<file path="config.mk">
export PLATFORM = sky130hd
export DESIGN_NAME = bus_status_encoder_flat
export DESIGN_NICKNAME = d
export VERILOG_FILES = /design/src/rtl/bus_status_pkg.sv /design/src/rtl/bus_status_if.sv /design/src/rtl/bus_status_encoder.sv /design/src/flat_wrapper.sv
export SDC_FILE = /design/constraint.sdc
export NUM_CORES = 1
export LEC_CHECK = 0
export BUFFER_PORTS_ARGS = -buffer_cell sky130_fd_sc_hd__buf_4
export CORE_AREA = 4 4 49 51
export CTS_BUF_LIST = sky130_fd_sc_hd__clkbuf_8
export DETAILED_ROUTE_END_ITERATION = 8
export DIE_AREA = 0 0 53 55
export PLACE_DENSITY = 0.74
export SYNTH_ARGS = -nofsm -noshare
export SYNTH_HDL_FRONTEND = slang
export SYNTH_SLANG_ARGS = --single-unit
</file>
<file path="constraint.sdc">
create_clock -name mclk_in -period 1.88 [get_ports mclk_in]
set_input_delay 0.376 -clock mclk_in [delete_from_list [all_inputs] [get_ports mclk_in]]
set_output_delay 0.376 -clock mclk_in [all_outputs]
set_load 0.05 [all_outputs]
</file>
<file path="src/rtl/bus_status_pkg.sv">
// Constants and types shared by both ends of the bus status link.
// Assumes one clock, mclk_in, for both ends.
// How it works
// - Drive cycle code during T4, T1, T2
// - Passive code in T3; a wait state holds the code until ready is seen
// - Leaving passive in T4 starts cycle
// - Return to passive ends cycle
// - Controller decodes every command from status
// - Status floats while bus is granted
// - First reset clock drives status high
// - Status floats for rest of reset
// - Strap tied low selects status mode
// - Eight codes, passive is all ones
package bus_status_pkg;
    localparam int       ST_W        = 3;
    localparam int       CMD_W       = 5;
    // Status codes, bit2 first
    localparam logic [2:0] ST_INT_ACK = 3'h0;
    localparam logic [2:0] ST_IO_RD   = 3'h1;
    localparam logic [2:0] ST_IO_WR   = 3'h2;
    localparam logic [2:0] ST_HALT    = 3'h3;
    localparam logic [2:0] ST_CODE    = 3'h4;
    localparam logic [2:0] ST_MEM_RD  = 3'h5;
    localparam logic [2:0] ST_MEM_WR  = 3'h6;
    localparam logic [2:0] ST_PASSIVE = 3'h7;
    // Command strobe positions
    localparam int       CMD_INTA    = 0;
    localparam int       CMD_IORD    = 1;
    localparam int       CMD_IOWR    = 2;
    localparam int       CMD_MRD     = 3;
    localparam int       CMD_MWR     = 4;
    localparam logic [4:0] CMD_NONE  = 5'h00;
    // Strap level selecting status mode
    localparam logic     STRAP_STATUS_MODE = 1'b0;
    // Clock phase within a bus state
    localparam logic     PH_HIGH     = 1'b1;
    localparam logic     PH_LOW      = 1'b0;

    typedef enum logic [2:0] {
        TS_IDLE,
        TS_T1,
        TS_T2,
        TS_T3,
        TS_TW,
        TS_T4,
        TS_HOLD,
        TS_RST
    } bus_state_t;

    typedef enum logic [1:0] {
        CS_IDLE,
        CS_CMD,
        CS_HALT
    } ctl_state_t;

    // Command strobes decoded from a status code
    function automatic logic [4:0] decode_cmd(input logic [2:0] code);
        logic [4:0] c;
        c = CMD_NONE;
        case (code)
            ST_INT_ACK: c[CMD_INTA] = 1'b1;
            ST_IO_RD:   c[CMD_IORD] = 1'b1;
            ST_IO_WR:   c[CMD_IOWR] = 1'b1;
            ST_CODE,
            ST_MEM_RD:  c[CMD_MRD]  = 1'b1;
            ST_MEM_WR:  c[CMD_MWR]  = 1'b1;
            default:    c = CMD_NONE;
        endcase
        return c;
    endfunction
endpackage

</file>
<file path="src/rtl/bus_status_if.sv">
// Status link between the processor end and the bus controller end.
// Assumes a pull-up on each status line: a floating line reads high.
interface bus_status_if;
    import bus_status_pkg::*;
    logic [2:0] bus_status_drv;   // bit2..bit0 driven value
    logic       bus_status_oe;
    logic [2:0] bus_status_level; // level seen on the wires
    logic       bus_grant_ack;
    logic       ready;
    logic       mode_select_strap;

    assign bus_status_level = bus_status_oe ? bus_status_drv : ST_PASSIVE;

    modport dev_mp (
        output bus_status_drv,
        output bus_status_oe,
        output bus_grant_ack,
        input  ready,
        input  mode_select_strap
    );

    modport ctl_mp (
        input  bus_status_level,
        input  bus_grant_ack,
        output ready,
        output mode_select_strap
    );
endinterface

</file>
<file path="src/rtl/bus_status_encoder.sv">
// Processor end: runs bus states and drives the three status lines.
// Assumes ready and the strap are synchronous to mclk_in.
// Each bus state lasts two mclk cycles: high half, then low half.
// Cycle walk: T4 code out, T1 and T2 held, ready checked at T2 end,
// TW repeats until ready, T3 passive with the next code loaded.
// An idle request uses its start slot as the opening T4.
// Hold is granted only from idle or from a T4 with nothing pending.
module bus_status_encoder
    import bus_status_pkg::*;
(
    input  wire logic       mclk_in,
    input  wire logic       rstn_in,
    input  wire logic       cpu_reset_in,
    input  wire logic       req_valid_in,
    input  wire logic [2:0] req_code_in,
    input  wire logic       hold_req_in,
    output logic            req_taken_out,
    output logic            cycle_done_out,
    output logic            grant_ack_out,
    output logic            status_mode_out,
    bus_status_if.dev_mp    link
);
    typedef struct packed {
        bus_state_t state;
        logic       phase;
        logic [2:0] code;
        logic       pend;
        logic [2:0] st_out;
        logic       st_oe;
        logic       grant;
        logic       in_rst;
        logic       stat_mode;
        logic       taken;
        logic       done;
    } enc_state_t;

    enc_state_t r_reg;
    enc_state_t r_next;

    // Opens a bus cycle; its first state acts as T4
    function automatic enc_state_t launch_cycle(
        input enc_state_t s,
        input logic [2:0] c
    );
        enc_state_t n;
        n        = s;
        n.code   = c;
        n.st_out = c;
        n.st_oe  = 1'b1;
        n.taken  = 1'b1;
        n.pend   = 1'b1;
        n.state  = TS_T4;
        return n;
    endfunction

    // Hands the bus over: lines float while granted
    function automatic enc_state_t enter_hold(
        input enc_state_t s
    );
        enc_state_t n;
        n       = s;
        n.grant = 1'b1;
        n.st_oe = 1'b0;
        n.state = TS_HOLD;
        return n;
    endfunction

    // Status back to passive marks the end of the cycle
    function automatic enc_state_t end_cycle(
        input enc_state_t s
    );
        enc_state_t n;
        n        = s;
        n.st_out = ST_PASSIVE;
        n.done   = 1'b1;
        return n;
    endfunction

    // Lines driven passive again, ready for a new cycle
    function automatic enc_state_t drive_idle(
        input enc_state_t s
    );
        enc_state_t n;
        n        = s;
        n.st_out = ST_PASSIVE;
        n.st_oe  = 1'b1;
        n.state  = TS_IDLE;
        return n;
    endfunction

    always_comb begin
        r_next       = r_reg;
        r_next.taken = 1'b0;
        r_next.done  = 1'b0;
        r_next.phase = ~r_reg.phase;
        if (cpu_reset_in) begin
            r_next.grant     = 1'b0;
            r_next.pend      = 1'b0;
            r_next.stat_mode = (link.mode_select_strap == STRAP_STATUS_MODE);
            r_next.phase     = PH_HIGH;
            r_next.state     = TS_RST;
            if (!r_reg.in_rst) begin
                r_next.in_rst = 1'b1;
                r_next.st_out = ST_PASSIVE;
                r_next.st_oe  = 1'b1;
            end else begin
                r_next.st_oe  = 1'b0;
            end
        end else if (!r_reg.stat_mode) begin
            r_next.in_rst = 1'b0;
            r_next.st_oe  = 1'b0;
            r_next.state  = TS_IDLE;
        end else if (r_reg.phase == PH_HIGH) begin
            // Ready seen high inside a wait state ends the cycle now
            if (r_reg.state == TS_TW && link.ready
                    && r_reg.st_out != ST_PASSIVE) begin
                r_next = end_cycle(r_next);
            end
        end else begin
            case (r_reg.state)
                TS_RST: begin
                    r_next.in_rst = 1'b0;
                    r_next        = drive_idle(r_next);
                end

                TS_IDLE: begin
                    if (hold_req_in) begin
                        r_next = enter_hold(r_next);
                    end else if (req_valid_in) begin
                        // Start slot acts as the opening T4
                        r_next = launch_cycle(r_next, req_code_in);
                    end
                end

                TS_T4: begin
                    if (r_reg.pend) begin
                        r_next.pend  = 1'b0;
                        r_next.state = TS_T1;
                    end else if (hold_req_in) begin
                        r_next = enter_hold(r_next);
                    end else begin
                        r_next.state = TS_IDLE;
                    end
                end

                TS_T1: begin
                    r_next.state = TS_T2;
                end

                TS_T2: begin
                    if (link.ready) begin
                        r_next       = end_cycle(r_next);
                        r_next.state = TS_T3;
                    end else begin
                        r_next.state = TS_TW;
                    end
                end

                TS_TW: begin
                    if (r_reg.st_out == ST_PASSIVE) begin
                        r_next.state = TS_T3;
                    end
                end

                TS_T3: begin
                    r_next.state = TS_T4;
                    if (req_valid_in && !hold_req_in) begin
                        // Back to back: next code in this T4
                        r_next = launch_cycle(r_next, req_code_in);
                    end
                end

                TS_HOLD: begin
                    if (!hold_req_in) begin
                        r_next.grant = 1'b0;
                        r_next       = drive_idle(r_next);
                    end else begin
                        r_next.st_oe = 1'b0;
                    end
                end

                default: begin
                    r_next.state = TS_IDLE;
                end
            endcase
        end
    end

    always_ff @(posedge mclk_in or negedge rstn_in) begin
        if (!rstn_in) begin
            r_reg.state     <= TS_IDLE;
            r_reg.phase     <= PH_HIGH;
            r_reg.code      <= ST_PASSIVE;
            r_reg.pend      <= 1'b0;
            r_reg.st_out    <= ST_PASSIVE;
            r_reg.st_oe     <= 1'b0;
            r_reg.grant     <= 1'b0;
            r_reg.in_rst    <= 1'b0;
            r_reg.stat_mode <= 1'b0;
            r_reg.taken     <= 1'b0;
            r_reg.done      <= 1'b0;
        end else begin
            r_reg <= r_next;
        end
    end

    assign link.bus_status_drv = r_reg.st_out;
    assign link.bus_status_oe  = r_reg.st_oe;
    assign link.bus_grant_ack  = r_reg.grant;
    assign req_taken_out       = r_reg.taken;
    assign cycle_done_out      = r_reg.done;
    assign grant_ack_out       = r_reg.grant;
    assign status_mode_out     = r_reg.stat_mode;
endmodule

</file>
<file path="src/flat_wrapper.sv">
// flat-port wrapper written by rule: the top's interface ports become plain ports
module bus_status_encoder_flat import bus_status_pkg::*;
  (mclk_in, rstn_in, cpu_reset_in, req_valid_in, req_code_in, hold_req_in, req_taken_out, cycle_done_out, grant_ack_out, status_mode_out, link_bus_status_drv, link_bus_status_oe, link_bus_grant_ack, link_ready, link_mode_select_strap);
  bus_status_if link_i ();
  input  wire logic mclk_in;
  input  wire logic rstn_in;
  input  wire logic cpu_reset_in;
  input  wire logic req_valid_in;
  input  wire logic [2:0] req_code_in;
  input  wire logic hold_req_in;
  output logic req_taken_out;
  output logic cycle_done_out;
  output logic grant_ack_out;
  output logic status_mode_out;
  output wire logic [$bits(link_i.bus_status_drv)-1:0] link_bus_status_drv;
  output wire logic [$bits(link_i.bus_status_oe)-1:0] link_bus_status_oe;
  output wire logic [$bits(link_i.bus_grant_ack)-1:0] link_bus_grant_ack;
  input wire logic [$bits(link_i.ready)-1:0] link_ready;
  input wire logic [$bits(link_i.mode_select_strap)-1:0] link_mode_select_strap;
  assign link_bus_status_drv = link_i.bus_status_drv;
  assign link_bus_status_oe = link_i.bus_status_oe;
  assign link_bus_grant_ack = link_i.bus_grant_ack;
  assign link_i.ready = link_ready;
  assign link_i.mode_select_strap = link_mode_select_strap;
  bus_status_encoder u_core (.mclk_in(mclk_in), .rstn_in(rstn_in), .cpu_reset_in(cpu_reset_in), .req_valid_in(req_valid_in), .req_code_in(req_code_in), .hold_req_in(hold_req_in), .req_taken_out(req_taken_out), .cycle_done_out(cycle_done_out), .grant_ack_out(grant_ack_out), .status_mode_out(status_mode_out), .link(link_i));
endmodule
</file>
# Word level (Yosys, flattened, before mapping)
# Index checks and enable logic that the tools add are counted.
# classes
n_eq_ne	46
muxes	29
bitwise_logic	7
n_reduce_logical	17
# op_table
cell	count
14-bit case mux with 6 select lines	1
17-bit 2-to-1 mux	3
3-bit inequality test (second input constant)	15
3-bit case mux with 8 select lines	1
3-bit 2-to-1 mux	7
4-bit inequality test (second input constant)	5
10-bit AND reduction	2
9-bit 2-to-1 mux	2
8-bit 2-to-1 mux	2
2-bit inequality test (second input constant)	8
4-bit by 3-bit inequality test with 1-bit output (second input constant)	4
3-bit == test (second input constant)	5
7-bit AND reduction	2
13-bit 2-to-1 mux	1
6-bit 2-to-1 mux	2
11-bit 2-to-1 mux	1
11-bit AND reduction	1
9-bit AND reduction	1
4-bit nonzero test	2
7-bit inequality test (second input constant)	1
1-bit inverter	7
7-bit nonzero test	1
3-bit by 2-bit == test with 1-bit output (second input constant)	2
1-bit 2-to-1 mux	6
13 further kinds	17
# totals
register_bits	17
input_bits	10
output_inout_bits	9
wordCells	110

# Depth between registers and ports, before layout
# Gate-level depths: netlist of run 1.
# depth
depth_word	7
ltp_mapped	7
depth_no_buf	5

# Worst setup path after synthesis of run 1
# Ideal clock, no wire load.
# synth_timing
path_type	register to register
startpoint	register u_core.r_reg[15] (netlist name)
endpoint	register u_core.r_reg[15] (netlist name)
setup_ns	0.125
arrival_ns	1.662
slack_ns	0.093
path_stages_with_launch	7
n_path_buf	1
period_less_slack_ns	1.787
cell_sequence	dfrtp_1 > clkbuf_1 > or4_1 > a21oi_1 > nor3_1 > nor2_1 > mux2_2
# synth_via
elab_chain_cells	5
word_cells_on_any_way	16
classes_between	eq/ne (10); mux (4); reduce/logical (2)
# synth_rtl
element	line	rtl
start, declared	bus_status_encoder.sv:37	enc_state_t r_reg;
start signal, assigned	bus_status_encoder.sv:203	r_reg <= r_next;
3-bit == test, or another cell as far along	bus_status_encoder.sv:120	case (r_reg.state)
3-bit case mux with 8 select lines	bus_status_encoder.sv:120	
17-bit 2-to-1 mux	bus_status_encoder.sv:113	end else if (r_reg.phase == PH_HIGH) begin
3-bit 2-to-1 mux	bus_status_encoder.sv:109	end else if (!r_reg.stat_mode) begin
4-bit 2-to-1 mux	bus_status_encoder.sv:96	if (cpu_reset_in) begin
# Parallel ways exist; a longest one is shown, timed or not. The select of a mux whose other input is x is not followed.
# A chain may end at the register's enable or synchronous reset.

# Worst setup path in the final report of run 1
# layout_timing
startpoint	register u_core.r_reg[15] (netlist name)
endpoint	register u_core.r_reg, in the netlist u_core.link.bus_status_drv[0]
# layout_via
elab_chain_cells	5
word_cells_on_any_way	22
classes_between	eq/ne (13); mux (4); reduce/logical (5)
# layout_rtl
element	line
3-bit == test, or another cell as far along	bus_status_encoder.sv:120
14-bit case mux with 6 select lines / 1-bit logical AND (equally long branches)	bus_status_encoder.sv:120, bus_status_encoder.sv:115
17-bit 2-to-1 mux / 1-bit logical AND (equally long branches)	bus_status_encoder.sv:113, bus_status_encoder.sv:116
8-bit 2-to-1 mux / 3-bit inequality test (equally long branches)	-
8-bit 2-to-1 mux / 10-bit AND reduction (equally long branches)	-
# Parallel ways exist; a longest one is shown, timed or not. The select of a mux whose other input is x is not followed.

==> results of run 1 <==
layer usage:
| metal | GRT usage | share of wire | wire length (um) | vias up |
|---|---|---|---|---|
| met4 | 0.0596 | 0.018 | 47 | 0 |
| met2 | 0.335 | 0.48 | 1260 | 56 |
| met5 | 0 | 0 | 0 | - |
| li1 | - | - | - | 479 |
| met3 | 0.0697 | 0.097 | 257 | 14 |
| met1 | 0.252 | 0.41 | 1080 | 456 |
cell families (layout without fill, tap and decap cells):
group                     Yosys count  in the layout  share of synthesized area
and+or+nand+nor                    52             52                      0.266
AOI/OAI and AO/OA                  29             29                      0.200
DFF                                14             14                      0.360
xor gates and xnor gates            1              1                    0.00887
muxes                               7              7                     0.0786
buffers and inverters              18             46                     0.0862
area by class of cell:
cell class / count / area [sq um]
Fill cell: 162 / 643
Sequential cell: 14 / 358
Multi-Input combinational cell: 89 / 557
Timing Repair Buffer: 36 / 273
Inverter: 6 / 22.5
Tap cell: 27 / 33.8
Clock buffer: 4 / 55.1
critical path: cells and delay by family, from the launching register on:
family	cells	cell delay [ps]
compound gates	2	340
mux	1	350
simple gates	2	690
flops	1	420
final timing paths:
check                                             from  slack [ps]                             to
max in group asynchronous                      rstn_in        1130               u_core.r_reg[13]
min in group asynchronous                      rstn_in         510          u_core.cycle_done_out
worst min-delay path            link_mode_select_strap         310         u_core.status_mode_out
worst max register to register        u_core.r_reg[15]           7  u_core.link.bus_status_drv[0]
worst min register to register    u_core.grant_ack_out         560           u_core.grant_ack_out
worst max-delay path                  u_core.r_reg[15]           7  u_core.link.bus_status_drv[0]
per-stage QoR:
stage / power (mW) / setup TNS [ps]
2_1_floorplan: 0.574 / 0
3_3_place_gp: 0.679 / -307
3_5_place_dp: 0.685 / -418
4_1_cts: 0.989 / -1.89
5_1_grt: 1.04 / -168
6_report: 0.993 / 0
cell usage after synthesis, types with 2 or more instances:
cell type	instances	area share
o21ai_0	5	0.025
dfrtp_1	10	0.25
nor2_1	12	0.046
mux2_1	5	0.057
nand2_1	12	0.046
buf_2	2	0.010
o21ai_1	4	0.020
and2_1	2	0.013
buf_4	4	0.030
a21oi_1	5	0.025
nand2b_1	3	0.019
inv_1	5	0.019
dfstp_2	4	0.11
clkbuf_1	6	0.023
o311ai_0	2	0.018
nand3_1	4	0.020
nand3b_1	2	0.015
nor3_1	4	0.020
nor2b_1	6	0.038
and3_1	3	0.019
repair_timing:
action,4_1_cts,5_1_grt
endpoints found under the hold margin,10,0
hold buffers,1,0
pin swaps,4,3
endpoints found under the setup margin,3,6
resized for setup,0,4
buffers inserted,1,1
report_power, final:
part	total (mW)	internal, mW	switching (mW)
logic	0.333	0.143	0.190
clock network	0.291	0.186	0.106
registers	0.368	0.337	0.0314
==> flow_summary.ini, run 1 <==
[outcome]
status = finished, final reports clean

[sta]
relSlewSlack = 0.741
clock_skew_ps = 1.19
tightest_slew_ps = 383
slew_violations = 0
fin_crit_sh = 0.996
layout_min_cycle_time_ps = 1870
holdWs_ps = 315
max_freq_mhz = 534
fin_ws_ps = 7.32
hold_viol = 0
finalSetupViolations = 0
rsz0062_at_grt = true

[finish]
antenna_cells_inserted = 0
fin_cells = 176
mostFrequentLayoutCells = 35 x buf_4, 12 x nand2_1, 12 x nor2_1
fin_nets = 160
fin_util = 0.669
largest_register_ffs = 6
syn_to_final_growth_pct = 31.6
post-route-cell-area_sq_um = 1300
layout_commonest_cell = buf_4
drive_above_1_share = 0.329

[worst_setup_path]
crit_path_max_incr_delay_ps = 530
critPathSlowestCell = or4b_1
path_cells = or4b_1, and3_1, a32oi_1, o211ai_1, mux2_1
cp_max_fo = 5
r2r_cells = 5
crit_type = reg -> reg
cp-start-kind = register
cp_data_required_time_ps = 2050
endpoint_kind = register
worstPathArrival_ps = 2050

[yosys]
synth_cell_types = 41
yosysSeqAreaShare = 0.360
synthArstFlopShare = 1.00
ys.flop_type = dfrtp_1
syn_area_per_cell_sq_um = 8.16
synth_area_sq_um = 987
synthCells = 121
yosysWarnings = 0
syn-num-nets = 131
synth_edf_count = 0
ys_ff_latch = 14

[place]
place_congestion = 0.896
dp_hpwl_um = 1950
post-place-cells = 169
portBuffers = 18
placed_area_sq_um = 1210
place_ws_ps = -120

[die]
io_pins = 19
dieWidth_um = 53
rows = 16
initial_core_util = 0.508
die_area_sq_um = 2920
core_area_sq_um = 1940
chipHeight_um = 55

[global_routing]
grt_max_degree = 15
grt_usage = 0.203
antenna_found_initial = 0
grt.overflow.total = 0
grt_pass1_vias = 947
grt_pass1_wl_um = 4280

[routing]
initialDrtViolationCount = 84
via_per_inst = 5.71
finalWirelength_um = 2650
first_pass_iters = 4
via_count = 1005
wl_per_cell_um = 15.0
drc = 0
drtAntennaViolNets = 0

[power_and_ir_drop]
p_per_area_nw_per_um2 = 765
ir_drop_uv = 644
p_leak_nw = 0.584

[clocking]
clk_latency_ps = 250
clockRootBuffer = clkbuf_8
clk_path_buf_depth = 2
cts_tree = built
h-tree-depth = 1
clk_pin_slew_ps = 60
clock-sinks = 14
cts_buffers = 3

[min_path]
whs_path_depth = 2
min_path_type = in -> reg

[job]
cap_violations = 0
(Power assumes the default switching activity.)
==> run 2: changes to the inputs <==
--- a/config.mk
+++ b/config.mk
@@ -11,6 +11,7 @@
 export DETAILED_ROUTE_END_ITERATION = 8
 export DIE_AREA = 0 0 53 55
 export PLACE_DENSITY = 0.74
+export REMOVE_ABC_BUFFERS = 1
 export SYNTH_ARGS = -nofsm -noshare
 export SYNTH_HDL_FRONTEND = slang
 export SYNTH_SLANG_ARGS = --single-unit
==> flow_summary.ini, run 2 (synthesized netlist as in run 1, its figures left out) <==
[outcome]
status = finished, final reports clean

[power_and_ir_drop]
ir_drop_uv = 593
p_leak_nw = 0.584
p_per_area_nw_per_um2 = 764
seq_power_share = 0.369
p_switching_mw = 0.333
clkPwrFrac = 0.300
p_int_mw = 0.664
combPwrFrac = 0.330
sw_frac_of_total = 0.334

[global_routing]
grt_pass1_wl_um = 4150
antenna_found_initial = 0
grt_max_degree = 15
grt_pass1_vias = 931
grt_usage = 0.201
grt.overflow.total = 0

[place]
place_congestion = 0.890
dp_hpwl_um = 1880
portBuffers = 18
place_ws_ps = -154

[routing]
drtAntennaViolNets = 0
first_pass_iters = 4
via_count = 1006
finalWirelength_um = 2570
initialDrtViolationCount = 39
via_per_inst = 5.75
drc = 0
wl_per_cell_um = 14.7

[sta]
relSlewSlack = 0.715
slew_violations = 0
clock_skew_ps = 1.62
timing.setup.tns_ps = 0
fin_ws_ps = 8.65
tightest_slew_ps = 427
fin_crit_sh = 0.995
hold_viol = 0
max_freq_mhz = 534
layout_min_cycle_time_ps = 1870
rsz0062_at_grt = true
finalSetupViolations = 0

[finish]
multi_input_area_sq_um = 573
fin_nets = 159
syn_to_final_growth_pct = 32.2
mostFrequentLayoutCells = 34 x buf_4, 12 x nand2_1, 12 x nor2_1
antenna_cells_inserted = 0
drive_above_1_share = 0.331
largest_register_ffs = 6
layout_commonest_cell = buf_4
regArea_sq_um = 355
fill_cells = 172

[clocking]
clk_path_buf_depth = 2
h-tree-depth = 1
clock-sinks = 14
clockRootBuffer = clkbuf_8
clk_latency_ps = 250
cts_tree = built
cts_buffers = 3
clk_pin_slew_ps = 60

[die]
rows = 16
initial_core_util = 0.508
dieWidth_um = 53
chipHeight_um = 55
io_pins = 19
core_area_sq_um = 1940
die_area_sq_um = 2920

[min_path]
min_path_type = in -> reg

[worst_setup_path]
startpoint = u_core.r_reg[15]
r2r_cells = 5
r2r-start = u_core.r_reg[15]
rrSetupSlack_ps = 9
cp-start-kind = register
rr_endpoint = u_core.link.bus_status_drv[0]
endpoint_kind = register
cp_data_required_time_ps = 2060
endpoint = u_core.link.bus_status_drv[0]
cp_max_fo = 4
crit_type = reg -> reg
worstPathArrival_ps = 2050

[job]
cap_violations = 0
[run 2: layout make-up]
type,instances,area share
inverter,6,0.0173
timing repair buffer,35,0.203
sequential,14,0.272
clock buffer,4,0.0422
tap,27,0.0259
multi-input combinational,89,0.439
[run 2: metrics by stage]
stage | power [mW] | std cells | hold WS, ps | cell area, sq um | utilization
final | 0.997 | 175 | 301 | 1310 | 0.672
after global routing | 1.05 | 175 | 313 | 1310 | 0.672
after CTS | 0.987 | 174 | 301 | 1280 | 0.659
after detailed placement | 0.678 | 168 | 235 | 1200 | 0.617
after global placement | 0.671 | 168 | 230 | 1200 | 0.617
after floorplan | 0.548 | 109 | 80.4 | 925 | -
[run 2: layer usage]
metal,GRT usage,vias to the layer above,routed length [um]
met1,0.227,478,1080
li1,-,479,-
met3,0.0402,7,128
met5,0,-,0
met2,0.345,42,1300
met4,0.136,0,56
[run 2: worst min-delay path by stage]
stage,startpoint,end,slack (ps),cells past startpoint
floorplan,rstn_in,u_core.cycle_done_out,80,0
global placement,rstn_in,u_core.link.bus_status_oe,230,1
detailed placement,rstn_in,u_core.status_mode_out,240,1
CTS,link_mode_select_strap,u_core.status_mode_out,300,2
global route,cpu_reset_in,u_core.grant_ack_out,310,2
finish,link_mode_select_strap,u_core.status_mode_out,300,2
[run 2: critical path: stages (launching register included)]
cell	delay, ps
dfrtp_1	410
or4b_4	540
and3_4	170
a32oi_2	140
o211ai_1	190
mux2_1	350
[run 2: power by group through the flow]
stage / logic, mW / clock network, mW / registers, mW
after floorplan: 0.115 / 0 / 0.433
after global placement: 0.300 / 0 / 0.370
after detailed placement: 0.306 / 0 / 0.372
after CTS: 0.316 / 0.305 / 0.366
after global routing: 0.355 / 0.324 / 0.372
final: 0.329 / 0.300 / 0.368
[run 2: what timing repair did]
item / CTS / global route
buffers inserted: 1 / 1
setup endpoints to repair: 3 / 5
gates resized for setup: 2 / 4
hold buffers: 1 / 0
pin swaps: 4 / 2
endpoints found under the hold margin: 10 / 0
